==> src/core/dvt_pkg.sv <==
/*
  Constants, op codes and sequencer states for the host that drives a
  dual-port video memory module (random port plus 256-deep serial port).
  Assumes a single 25 MHz core clock; all pin timing is counted in its cycles.
*/
package dvt_pkg;
  localparam int CLK_MHZ = 25;
  localparam int LANES = 4;
  localparam int AW = 8;
  localparam int SR_LEN = 256;
  localparam int REF_ROWS = 256;
  // times as printed, cycle counts derived from them
  localparam int T_RAS_NS = 150;
  localparam int T_RP_NS = 80;
  localparam int T_CAS_NS = 100;
  localparam int T_RCD_NS = 25;
  localparam int T_XW_GAP_NS = 500;
  localparam int T_RHSC_NS = 80;
  localparam int T_SO_NS = 45;
  localparam int T_REF_MS = 4;
  localparam int T_SR_REF_NS = 50000;
  localparam int SYNC_CYC = 4;
  localparam int RAS_CYC = (T_RAS_NS * CLK_MHZ + 999) / 1000;
  localparam int RP_CYC = (T_RP_NS * CLK_MHZ + 999) / 1000;
  localparam int CAS_CYC = (T_CAS_NS * CLK_MHZ + 999) / 1000;
  localparam int RCD_CYC = (T_RCD_NS * CLK_MHZ + 999) / 1000;
  localparam int XW_CYC = (T_XW_GAP_NS * CLK_MHZ + 999) / 1000;
  localparam int RHSC_CYC = (T_RHSC_NS * CLK_MHZ + 999) / 1000;
  localparam int SO_WAIT_CYC = (T_SO_NS * CLK_MHZ + 999) / 1000 + SYNC_CYC;
  localparam int REFI_CYC = (T_REF_MS * 1000 * 1000 * CLK_MHZ / 1000) / REF_ROWS;
  localparam int SR_REF_CYC = T_SR_REF_NS * CLK_MHZ / 1000;
  localparam int SR_AGE_LIM = SR_REF_CYC / 2;
  // command codes
  localparam logic [2:0] OP_READ = 3'h0;
  localparam logic [2:0] OP_WRITE = 3'h1;
  localparam logic [2:0] OP_LOAD = 3'h2;
  localparam logic [2:0] OP_STORE = 3'h3;
  localparam logic [2:0] OP_FILL = 3'h4;
  localparam logic [2:0] OP_STREAM = 3'h5;
  localparam logic [2:0] OP_REFRESH = 3'h7;
  // serial activity
  localparam logic [1:0] SM_NONE = 2'h0;
  localparam logic [1:0] SM_OUT = 2'h1;
  localparam logic [1:0] SM_IN = 2'h2;
  typedef enum logic [2:0] {
    ST_IDLE = 3'h0,
    ST_SETUP = 3'h1,
    ST_RAS = 3'h2,
    ST_CAS = 3'h3,
    ST_PRE = 3'h4,
    ST_SLOW = 3'h5,
    ST_SHIGH = 3'h6,
    ST_SINW = 3'h7
  } dvt_state_e;
endpackage

==> src/core/dvt_buf2.sv <==
/*
  Two-entry valid/ready buffer carrying serial words to the user.
  Assumes the writer only pushes while in_ready is high; outputs are flops.
*/
`timescale 1ns/1ns
module dvt_buf2 (
  input wire logic core_clk,
  input wire logic rst,
  input wire logic in_valid,
  output logic in_ready,
  input wire logic [dvt_pkg::LANES-1:0] in_data,
  output logic out_valid,
  input wire logic out_ready,
  output logic [dvt_pkg::LANES-1:0] out_data
);
  logic [dvt_pkg::LANES-1:0] tail;
  logic tail_v;
  logic [dvt_pkg::LANES-1:0] next_head, next_tail;
  logic next_head_v, next_tail_v;

  always_comb begin
    next_head = out_data;
    next_head_v = out_valid;
    next_tail = tail;
    next_tail_v = tail_v;
    if (out_valid && out_ready) begin
      next_head = tail;
      next_head_v = tail_v;
      next_tail_v = 1'b0;
    end
    if (in_valid && in_ready) begin
      if (!next_head_v) begin
        next_head = in_data;
        next_head_v = 1'b1;
      end else begin
        next_tail = in_data;
        next_tail_v = 1'b1;
      end
    end
  end

  always_ff @(posedge core_clk or posedge rst) begin
    if (rst) begin
      out_data <= 4'h0;
      out_valid <= 1'b0;
      tail <= 4'h0;
      tail_v <= 1'b0;
      in_ready <= 1'b0;
    end else begin
      out_data <= next_head;
      out_valid <= next_head_v;
      tail <= next_tail;
      tail_v <= next_tail_v;
      in_ready <= !next_tail_v;
    end
  end
endmodule

==> src/core/dvt_host.sv <==
/*
  Host sequencer for a 65,536 x 4 dual-port video memory module: random
  read/write, transfers between array and serial registers, serial fill and
  stream, row refresh and serial register keep-alive while streaming.
  Assumes core_clk at 25 MHz and pins wired straight to the module.
*/
`timescale 1ns/1ns
module dvt_host (
  input wire logic core_clk,
  input wire logic rst,
  input wire logic cmd_valid,
  output logic cmd_ready,
  input wire logic [2:0] cmd_op,
  input wire logic [dvt_pkg::AW-1:0] cmd_row,
  input wire logic [dvt_pkg::AW-1:0] cmd_col,
  input wire logic [dvt_pkg::LANES-1:0] cmd_wdata,
  input wire logic [dvt_pkg::LANES-1:0] cmd_lane,
  output logic rd_valid,
  output logic [dvt_pkg::LANES-1:0] rd_data,
  output logic sout_valid,
  input wire logic sout_ready,
  output logic [dvt_pkg::LANES-1:0] sout_data,
  input wire logic sin_valid,
  output logic sin_ready,
  input wire logic [dvt_pkg::LANES-1:0] sin_data,
  output logic sr_expired,
  output logic ras_n,
  output logic [dvt_pkg::LANES-1:0] column_strobe_n,
  output logic write_n,
  output logic transfer_or_output_enable,
  output logic sclk,
  output logic serial_out_enable_n,
  output logic [dvt_pkg::AW-1:0] mux_address,
  output logic [dvt_pkg::LANES-1:0] random_data_io_drive,
  output logic random_data_io_oe,
  input wire logic [dvt_pkg::LANES-1:0] random_data_io_sense,
  output logic [dvt_pkg::LANES-1:0] serial_data_io_drive,
  output logic serial_data_io_oe,
  input wire logic [dvt_pkg::LANES-1:0] serial_data_io_sense
);
  dvt_pkg::dvt_state_e state, next_state;
  logic [3:0] cnt, next_cnt;
  logic [2:0] kind, next_kind;
  logic [1:0] smode, next_smode;
  logic [dvt_pkg::AW-1:0] col, next_col, sr_row, next_sr_row, next_addr;
  logic [dvt_pkg::LANES-1:0] wdata, next_wdata, lane, next_lane;
  logic [8:0] pos, next_pos, skip, next_skip;
  logic pending, next_pending, push, next_push, sr_live, next_sr_live;
  logic [10:0] sr_age, next_sr_age;
  logic [dvt_pkg::LANES-1:0] push_data, next_push_data, next_cas_n, next_rd_data, next_dq, next_sio;
  logic next_ras_n, next_write_n, next_tr, next_sclk, next_soe_n, next_dq_oe, next_sio_oe;
  logic next_cmd_ready, next_rd_valid, next_sin_ready, next_sr_expired;
  logic buf_in_ready, ref_take, ref_due, next_ref_due;
  logic [8:0] ref_timer, next_ref_timer;
  logic [dvt_pkg::AW-1:0] ref_row, next_ref_row;
  logic [dvt_pkg::LANES-1:0] dq_s1, dq_s2, dq_s3, dq_f, sio_s1, sio_s2, sio_s3, sio_f;

  // pin inputs: three flops, value taken once the last two agree
  always_ff @(posedge core_clk or posedge rst) begin
    if (rst) begin
      dq_s1 <= 4'h0; dq_s2 <= 4'h0; dq_s3 <= 4'h0; dq_f <= 4'h0;
      sio_s1 <= 4'h0; sio_s2 <= 4'h0; sio_s3 <= 4'h0; sio_f <= 4'h0;
    end else begin
      dq_s1 <= random_data_io_sense; dq_s2 <= dq_s1; dq_s3 <= dq_s2;
      sio_s1 <= serial_data_io_sense; sio_s2 <= sio_s1; sio_s3 <= sio_s2;
      if (dq_s2 == dq_s3) dq_f <= dq_s3;
      if (sio_s2 == sio_s3) sio_f <= sio_s3;
    end
  end

  // one row per interval keeps all rows inside the refresh period
  always_comb begin
    next_ref_timer = (ref_timer == 9'(dvt_pkg::REFI_CYC - 1)) ? 9'h000 : ref_timer + 9'h001;
    next_ref_due = (ref_timer == 9'(dvt_pkg::REFI_CYC - 1)) || (ref_due && !ref_take);
    next_ref_row = ref_take ? ref_row + 8'h01 : ref_row;
  end

  always_ff @(posedge core_clk or posedge rst) begin
    if (rst) begin
      ref_timer <= 9'h000;
      ref_due <= 1'b0;
      ref_row <= 8'h00;
    end else begin
      ref_timer <= next_ref_timer;
      ref_due <= next_ref_due;
      ref_row <= next_ref_row;
    end
  end

  always_comb begin
    next_state = state; next_cnt = cnt; next_kind = kind; next_smode = smode;
    next_col = col; next_sr_row = sr_row; next_addr = mux_address;
    next_wdata = wdata; next_lane = lane; next_pos = pos; next_skip = skip;
    next_pending = pending; next_push = 1'b0; next_push_data = push_data;
    next_sr_live = sr_live; next_cas_n = column_strobe_n; next_rd_data = rd_data;
    next_dq = random_data_io_drive; next_sio = serial_data_io_drive;
    next_ras_n = ras_n; next_write_n = write_n; next_tr = transfer_or_output_enable;
    next_sclk = sclk; next_soe_n = serial_out_enable_n;
    next_dq_oe = random_data_io_oe; next_sio_oe = serial_data_io_oe;
    next_cmd_ready = 1'b0; next_rd_valid = 1'b0; next_sin_ready = sin_ready;
    next_sr_expired = 1'b0; ref_take = 1'b0;
    next_sr_age = !sr_live ? 11'h000 : (sr_age == 11'h7FF ? sr_age : sr_age + 11'h001);
    case (state)
      dvt_pkg::ST_IDLE: begin
        if (cmd_valid && cmd_ready) begin
          next_kind = cmd_op; next_col = cmd_col; next_wdata = cmd_wdata; next_lane = cmd_lane;
          next_pos = 9'h000; next_skip = 9'h000; next_pending = 1'b0; next_cnt = 4'h0;
          if (cmd_op == dvt_pkg::OP_FILL) begin
            next_smode = dvt_pkg::SM_IN; next_soe_n = 1'b1; next_sio_oe = 1'b1;
            next_sr_live = 1'b1; next_sr_age = 11'h000; next_state = dvt_pkg::ST_SLOW;
          end else if (cmd_op == dvt_pkg::OP_STREAM) begin
            next_smode = dvt_pkg::SM_OUT; next_soe_n = 1'b0; next_sio_oe = 1'b0;
            next_cnt = 4'(dvt_pkg::RHSC_CYC - 1); next_state = dvt_pkg::ST_SLOW;
          end else begin
            next_addr = cmd_row;
            next_tr = !(cmd_op == dvt_pkg::OP_LOAD || cmd_op == dvt_pkg::OP_STORE);
            next_write_n = (cmd_op != dvt_pkg::OP_STORE);
            next_state = dvt_pkg::ST_SETUP;
          end
        end else if (ref_due) begin
          ref_take = 1'b1; next_kind = dvt_pkg::OP_REFRESH; next_addr = ref_row;
          next_tr = 1'b1; next_write_n = 1'b1; next_state = dvt_pkg::ST_SETUP;
        end else begin
          next_cmd_ready = 1'b1;
          // stored-up serial data cannot survive an idle gap this long
          if (sr_live && sr_age >= 11'(dvt_pkg::SR_AGE_LIM)) begin
            next_sr_live = 1'b0; next_sr_expired = 1'b1;
          end
        end
      end
      dvt_pkg::ST_SETUP: begin
        // sclk has been low at least one cycle here, well over 10 ns
        next_ras_n = 1'b0;
        next_state = dvt_pkg::ST_RAS;
        if (kind == dvt_pkg::OP_READ || kind == dvt_pkg::OP_WRITE) begin
          next_cnt = 4'(dvt_pkg::RCD_CYC - 1);
        end else begin
          next_cnt = 4'(dvt_pkg::RAS_CYC - 1);
        end
        if (kind == dvt_pkg::OP_LOAD) begin
          next_sr_live = 1'b1; next_sr_row = mux_address; next_sr_age = 11'h000;
        end
        if (kind == dvt_pkg::OP_STORE) next_sr_live = 1'b0;
      end
      dvt_pkg::ST_RAS: begin
        if (cnt != 4'h0) begin
          next_cnt = cnt - 4'h1;
        end else if (kind == dvt_pkg::OP_READ || kind == dvt_pkg::OP_WRITE) begin
          next_addr = col;
          next_cas_n = (kind == dvt_pkg::OP_READ) ? 4'h0 : ~lane;
          next_write_n = (kind != dvt_pkg::OP_WRITE);
          next_tr = (kind != dvt_pkg::OP_READ);
          next_dq_oe = (kind == dvt_pkg::OP_WRITE); next_dq = wdata;
          next_cnt = (kind == dvt_pkg::OP_READ) ? 4'(dvt_pkg::CAS_CYC + dvt_pkg::SYNC_CYC - 1)
                                                : 4'(dvt_pkg::CAS_CYC - 1);
          next_state = dvt_pkg::ST_CAS;
        end else begin
          next_ras_n = 1'b1; next_tr = 1'b1; next_write_n = 1'b1;
          next_cnt = (kind == dvt_pkg::OP_STORE) ? 4'(dvt_pkg::XW_CYC - 1) : 4'(dvt_pkg::RP_CYC - 1);
          next_state = dvt_pkg::ST_PRE;
        end
      end
      dvt_pkg::ST_CAS: begin
        if (cnt != 4'h0) begin
          next_cnt = cnt - 4'h1;
        end else begin
          if (kind == dvt_pkg::OP_READ) begin
            next_rd_data = dq_f; next_rd_valid = 1'b1;
          end
          next_cas_n = 4'hF; next_ras_n = 1'b1; next_tr = 1'b1; next_write_n = 1'b1;
          next_dq_oe = 1'b0; next_cnt = 4'(dvt_pkg::RP_CYC - 1); next_state = dvt_pkg::ST_PRE;
        end
      end
      dvt_pkg::ST_PRE: begin
        if (cnt != 4'h0) begin
          next_cnt = cnt - 4'h1;
        end else if (smode != dvt_pkg::SM_NONE) begin
          next_state = dvt_pkg::ST_SLOW; // precharge already covers ras-high to sclk
        end else begin
          next_state = dvt_pkg::ST_IDLE;
        end
      end
      dvt_pkg::ST_SLOW: begin
        if (cnt != 4'h0) begin
          next_cnt = cnt - 4'h1;
        end else if (pending && smode == dvt_pkg::SM_OUT) begin
          next_pending = 1'b0;
          if (skip != 9'h000) begin
            next_skip = skip - 9'h001;
          end else begin
            next_push = 1'b1; next_push_data = sio_f;
          end
        end else if (pending) begin
          next_pending = 1'b0; next_sclk = 1'b1; next_sr_age = 11'h000;
          next_state = dvt_pkg::ST_SHIGH;
        end else if (pos == 9'(dvt_pkg::SR_LEN)) begin
          // fill ends only after 256 clocks, an even count
          next_sr_live = (smode == dvt_pkg::SM_IN);
          next_smode = dvt_pkg::SM_NONE; next_soe_n = 1'b1; next_sio_oe = 1'b0;
          next_state = dvt_pkg::ST_IDLE;
        end else if (ref_due) begin
          ref_take = 1'b1; next_kind = dvt_pkg::OP_REFRESH; next_addr = ref_row;
          next_tr = 1'b1; next_write_n = 1'b1; next_state = dvt_pkg::ST_SETUP;
        end else if (smode == dvt_pkg::SM_OUT && sr_age >= 11'(dvt_pkg::SR_AGE_LIM)) begin
          // stalled reader: reload the row and skip words already delivered
          next_kind = dvt_pkg::OP_LOAD; next_addr = sr_row; next_tr = 1'b0;
          // a second reload before any new word must still skip what went out earlier
          next_write_n = 1'b1; next_skip = pos + skip; next_pos = 9'h000; next_state = dvt_pkg::ST_SETUP;
        end else if (smode == dvt_pkg::SM_OUT) begin
          if (buf_in_ready && !push) begin
            next_sclk = 1'b1; next_pos = pos + 9'h001; next_pending = 1'b1;
            next_sr_age = 11'h000; next_state = dvt_pkg::ST_SHIGH;
          end
        end else begin
          next_sin_ready = 1'b1; next_state = dvt_pkg::ST_SINW;
        end
      end
      dvt_pkg::ST_SHIGH: begin
        next_sclk = 1'b0;
        next_cnt = (smode == dvt_pkg::SM_OUT) ? 4'(dvt_pkg::SO_WAIT_CYC - 1) : 4'h0;
        next_state = dvt_pkg::ST_SLOW;
      end
      dvt_pkg::ST_SINW: begin
        if (sin_valid && sin_ready) begin
          // data leads the clock edge by a full cycle for setup
          next_sio = sin_data; next_sin_ready = 1'b0; next_pos = pos + 9'h001;
          next_pending = 1'b1; next_cnt = 4'h0; next_state = dvt_pkg::ST_SLOW;
        end else if (ref_due) begin
          next_sin_ready = 1'b0; next_state = dvt_pkg::ST_SLOW;
        end else if (sr_live && sr_age >= 11'(dvt_pkg::SR_AGE_LIM)) begin
          next_sr_live = 1'b0; next_sr_expired = 1'b1;
        end
      end
      default: next_state = dvt_pkg::ST_IDLE;
    endcase
  end

  always_ff @(posedge core_clk or posedge rst) begin
    if (rst) begin
      state <= dvt_pkg::ST_IDLE; cnt <= 4'h0; kind <= 3'h0; smode <= 2'h0;
      col <= 8'h00; sr_row <= 8'h00; wdata <= 4'h0; lane <= 4'h0;
      pos <= 9'h000; skip <= 9'h000; pending <= 1'b0; push <= 1'b0; push_data <= 4'h0;
      sr_live <= 1'b0; sr_age <= 11'h000; mux_address <= 8'h00; column_strobe_n <= 4'hF;
      ras_n <= 1'b1; write_n <= 1'b1; transfer_or_output_enable <= 1'b1; sclk <= 1'b0;
      serial_out_enable_n <= 1'b1; random_data_io_drive <= 4'h0; random_data_io_oe <= 1'b0;
      serial_data_io_drive <= 4'h0; serial_data_io_oe <= 1'b0; cmd_ready <= 1'b0;
      rd_valid <= 1'b0; rd_data <= 4'h0; sin_ready <= 1'b0; sr_expired <= 1'b0;
    end else begin
      state <= next_state; cnt <= next_cnt; kind <= next_kind; smode <= next_smode;
      col <= next_col; sr_row <= next_sr_row; wdata <= next_wdata; lane <= next_lane;
      pos <= next_pos; skip <= next_skip; pending <= next_pending; push <= next_push;
      push_data <= next_push_data; sr_live <= next_sr_live; sr_age <= next_sr_age;
      mux_address <= next_addr; column_strobe_n <= next_cas_n; ras_n <= next_ras_n;
      write_n <= next_write_n; transfer_or_output_enable <= next_tr; sclk <= next_sclk;
      serial_out_enable_n <= next_soe_n; random_data_io_drive <= next_dq;
      random_data_io_oe <= next_dq_oe; serial_data_io_drive <= next_sio;
      serial_data_io_oe <= next_sio_oe; cmd_ready <= next_cmd_ready; rd_valid <= next_rd_valid;
      rd_data <= next_rd_data; sin_ready <= next_sin_ready; sr_expired <= next_sr_expired;
    end
  end

  dvt_buf2 u_sbuf (
    .core_clk(core_clk),
    .rst(rst),
    .in_valid(push),
    .in_ready(buf_in_ready),
    .in_data(push_data),
    .out_valid(sout_valid),
    .out_ready(sout_ready),
    .out_data(sout_data)
  );

  // checks; helper counts ras-high cycles after a store transfer
  logic after_store;
  logic [4:0] gap;
  always_ff @(posedge core_clk or posedge rst) begin
    if (rst) begin
      after_store <= 1'b0;
      gap <= 5'h00;
    end else begin
      if (!ras_n) after_store <= (kind == dvt_pkg::OP_STORE);
      gap <= !ras_n ? 5'h00 : (gap == 5'h1F ? gap : gap + 5'h01);
    end
  end
endmodule

==> config.mk <==
export PLATFORM = sky130hd
export DESIGN_NAME = dvt_host
export DESIGN_NICKNAME = d
export VERILOG_FILES = /design/src/core/dvt_pkg.sv /design/src/core/dvt_buf2.sv /design/src/core/dvt_host.sv
export SDC_FILE = /design/constraint.sdc
export NUM_CORES = 1
export LEC_CHECK = 0
export ABC_AREA = 1
export BUFFER_PORTS_ARGS = -buffer_cell sky130_fd_sc_hd__buf_4
export CORE_MARGIN = 2
export CORE_UTILIZATION = 60
export CTS_BUF_LIST = sky130_fd_sc_hd__clkbuf_8 sky130_fd_sc_hd__clkbuf_16
export DETAILED_ROUTE_END_ITERATION = 10
export PLACE_DENSITY = 0.81
export SLEW_MARGIN = 10
export SYNTH_ARGS = -nofsm -noshare
export SYNTH_HDL_FRONTEND = slang
export SYNTH_SLANG_ARGS = --single-unit
export TNS_END_PERCENT = 50
==> constraint.sdc <==
create_clock -name core_clk -period 20.3 [get_ports core_clk]
set_clock_uncertainty 0.1 [all_clocks]
set_input_delay 6.09 -clock core_clk [delete_from_list [all_inputs] [get_ports core_clk]]
set_output_delay 6.09 -clock core_clk [all_outputs]
set_load 0.005 [all_outputs]
==> impl_summary.md <==
Job
The tool flagged a number of max-cap violations equal to 0.

CTS
The hold buffer count at CTS is 0. TritonCTS built the clock tree. The maximum clock path buffer count is 2. In this run, post-CTS repair resized a total of 0 instances. In this run, CTS created clock tree buffers numbering 17. The clock edge transition at the registers on the reported setup and hold paths is 0.06 ns. The source-to-sink clock delay at the later pin of the worst-skew pair is 0.43 ns. The number of sinks handled by clock tree synthesis is 167. The tree is rooted in a clkbuf_16.

The number of H-tree levels is 4. The buffers inserted during post-CTS setup optimization is 0.

Drt
The routed layout has 7,296 vias. The routed design has 20,230 um of wire. The average routed wire per standard cell is about 15 um. In this run, the number of DRC markers left after iteration 0 of detailed routing was 663. The post-detailed-route DRC marker count is 0. The number of antenna-violating nets in the routed design is 0. The first-pass iteration count of the detailed router is 6. In the routed layout, each cell is associated on average with a via count of 5.511.

Global routing
The global-route usage over all layers is 28.08%. The number of global-route vias before repair is 7,007. Entering global routing, the biggest net connects 88 pins. The number of antenna violations at the first check in global routing was 0. The aggregate global routing overflow is 0. The first global-routing pass estimated 33,350 um of wire.

Layout
The repair_antennas step left the layout with diodes totalling 0. The share of layout cells above drive strength 1 is 15.03%. The synthesis-to-layout area growth is 15.64%.

For this run, the post-layout net count is approximately 1,200. The count of filler cells inserted in the layout is between 1,000 and 1,500.

Timing
Final hold analysis gives a worst-case slack of 0.2473 ns. Setup repair after global routing left no endpoint under its margin. The maximum frequency from static timing analysis is about 0.12 GHz. The max-slew violation count was 0. In this run the tightest slew margin relative to its limit is 22.00%.

The worst path uses 39.75% of the clock period. Summed over all failing endpoints, the final setup total negative slack is 0 ns. The clock period minus worst slack is 8.070 ns.

Setup violations remaining at the end of the flow were counted as 0. The slew at the pin closest to its max-slew limit is 1.166 ns. The number of hold violations in the final report is 0.

Synthesis
After synthesis, the netlist uses 50 different library cells. The post-synthesis instance area is 8625 um^2. Yosys mapped a number of flops with a built-in enable equal to 0. The number of nets in the synthesized netlist is 1,112.

The count of mapped cells out of synthesis is between 1,000 and 1,500. Ranked by total cell area, the synthesized netlist is headed by dfrtp_1 (46%), nand2_1 (11%), inv_1 (5.4%). The proportion of synthesized chip area in sequential cells is around half. The count of yosys warnings during synthesis is 0. The average cell area after synthesis is 8.222 um^2.

The main flop type after synthesis is dfrtp_1. dfrtp_1 takes more of the synthesized area than any other cell. Sorting the synthesized cells by how often they occur yields nand2_1 (260), dfrtp_1 (159), inv_1 (125), nor2_1 (102), o21ai_0 (64). Of the post-synthesis cell area, the dominant cell type holds 46.13%. In this run, synthesis produced a sequential element count of between 150 and 200. The most common cell in the synthesized netlist is nand2_1. For this run, asynchronously set or reset flops after synthesis account for 100.0%.

Placed design
The weighted congestion reported at the end of routability-driven placement is 1.022. The HPWL reported at the end of detailed placement is 14,500 um. During placement, the flow inserted port buffers numbering 83.

Setup path
The endpoint type of the worst setup path is a flip-flop. The critical path goes through buf_4, nand2_1, nor2_1, nand2_1, inv_1, nor3_2, nand3_2, o21ai_0. The worst setup path is launched from an input pin. In this run the worst path has a maximum fanout of 20. In this design, the critical path's most frequently occurring cell is nand2_1. The worst reg-to-reg path cell count is 15. For the worst setup path, the data required time is just over 20 ns. The worst-path cell with the longest stage delay is nor2_1.

The critical setup path kind is input pin to flip-flop. The delay contributed by the slowest stage of the critical path is 1.00 ns. The minimum setup slack among reg-to-reg paths is 17.47 ns. Data on the critical path arrives at its endpoint at 8.27 ns.

Worst hold path
The worst hold path cell count is 0. The path category of the worst min-delay check is flip-flop to flip-flop.

Outcome
The run finished with clean final reports.

Floorplanning
The floorplan has 43 rows. The area of the die is 15,350 um^2. The top-level port count is 84. The floorplan step set the die height to approximately 120 um. The width of the die is 123.9 um. The area of the core is 13,930 um^2. For this configuration, the core starts out at a cell density of 61.89%.

Pwr
For this design the static power due to leakage is 5.101 nW. The power density normalized to cell area is between 100 and 150 nW/um^2. IR analysis of the VDD net gives a maximum drop of 0.08049 mV.
==> worst max-delay path: cells and delay by family <==
family | cells | cell delay (ns)
compound gates | 1 | 0.14
simple gates | 5 | 1.79
buf+inv | 2 | 0.23
==> power breakdown <==
group / switching, mW / internal (mW)
clock: 0.136 / 0.201
combinational: 0.347 / 0.212
sequential: 0.0618 / 0.408
==> placed cells by master, fill, tap and decap left out, types with 3 or more instances in the layout <==
cell type,instances
nor2_4,3
inv_6,4
nand2_2,5
a21oi_1,50
ha_1,18
inv_2,7
a221oi_1,4
xor2_1,18
o21ai_1,18
nand3_2,3
dfrtp_1,159
o21a_1,4
a22o_1,4
nor2_1,102
nor3_2,3
or2_2,4
buf_4,84
nand3_1,63
o211ai_1,13
o21ai_2,4
bufinv_16,3
o21ai_0,64
xnor2_1,15
a31oi_1,4
nor2_2,3
dfstp_2,8
inv_1,124
clkbuf_16,17
mux2_2,7
nand2_1,260
nand4_1,20
nor3_1,18
==> layout make-up <==
| cell class | count | area, um^2 | area share (%) |
|---|---|---|---|
| sequential | 167 | 4189 | 42.00 |
| tap | 180 | 225.2 | 2.258 |
| inverter | 134 | 510.5 | 5.119 |
| timing repair buffer | 84 | 630.6 | 6.323 |
| multi-input combinational | 728 | 3800 | 38.10 |
| clock inverter | 12 | 165.2 | 1.656 |
| clock buffer | 19 | 452.9 | 4.541 |
==> through the flow <==
stage | setup WS [ns] | cells | util (%) | area, um^2 | power [mW]
after floorplan | 9.605 | 1049 | - | 8625 | 0.8821
after global placement | 11.81 | 1293 | 67.14 | 9355 | 1.017
after detailed placement | 11.79 | 1293 | 67.14 | 9355 | 1.026
after CTS | 12.22 | 1324 | 71.57 | 9973 | 1.367
after global routing | 11.97 | 1324 | 71.57 | 9973 | 1.470
final | 12.23 | 1324 | 71.57 | 9973 | 1.367
==> flip-flops by register name (all words and copies together), names as in the netlist, 8 cells and up <==
signal	flops
mux_address	8
skip	9
sr_row	8
ref_timer	9
sr_age	11
pos	9
ref_row	8
col	8
==> kinds of logic (layout without fill, tap and decap cells) <==
group,Yosys count,count (layout),share of synthesized area (%)
xor+xnor,33,33,3.351
simple gates,493,493,25.11
mux,7,7,0.9140
flops,167,167,48.57
compound gates,176,176,11.84
fa+ha+maj,19,19,2.844
buf+inv,154,249,7.370
==> per-layer routing <==
metal  track usage (%)  up-vias  part of all wire [%]  routed length, um
li1                  -     3579                     -                  -
met1             39.66     3400                    45               9010
met2             43.37      270                    46               9229
met3             6.410       47                   7.6               1540
met4             9.059        0                   2.2                450
met5                 0        -                     0                  0
==> worst paths after layout <==
path / from / endpoint
worst min-delay path: dq_s1[3] / dq_s2[3]
max in group asynchronous: rst / state[0]
worst max-delay path: cmd_valid / mux_address[2]
min in group asynchronous: rst / dq_f[1]
worst min register to register: dq_s1[3] / dq_s2[3]
worst max register to register: serial_data_io_oe / skip[8]
Note: power is estimated with default switching activity, not from simulation.
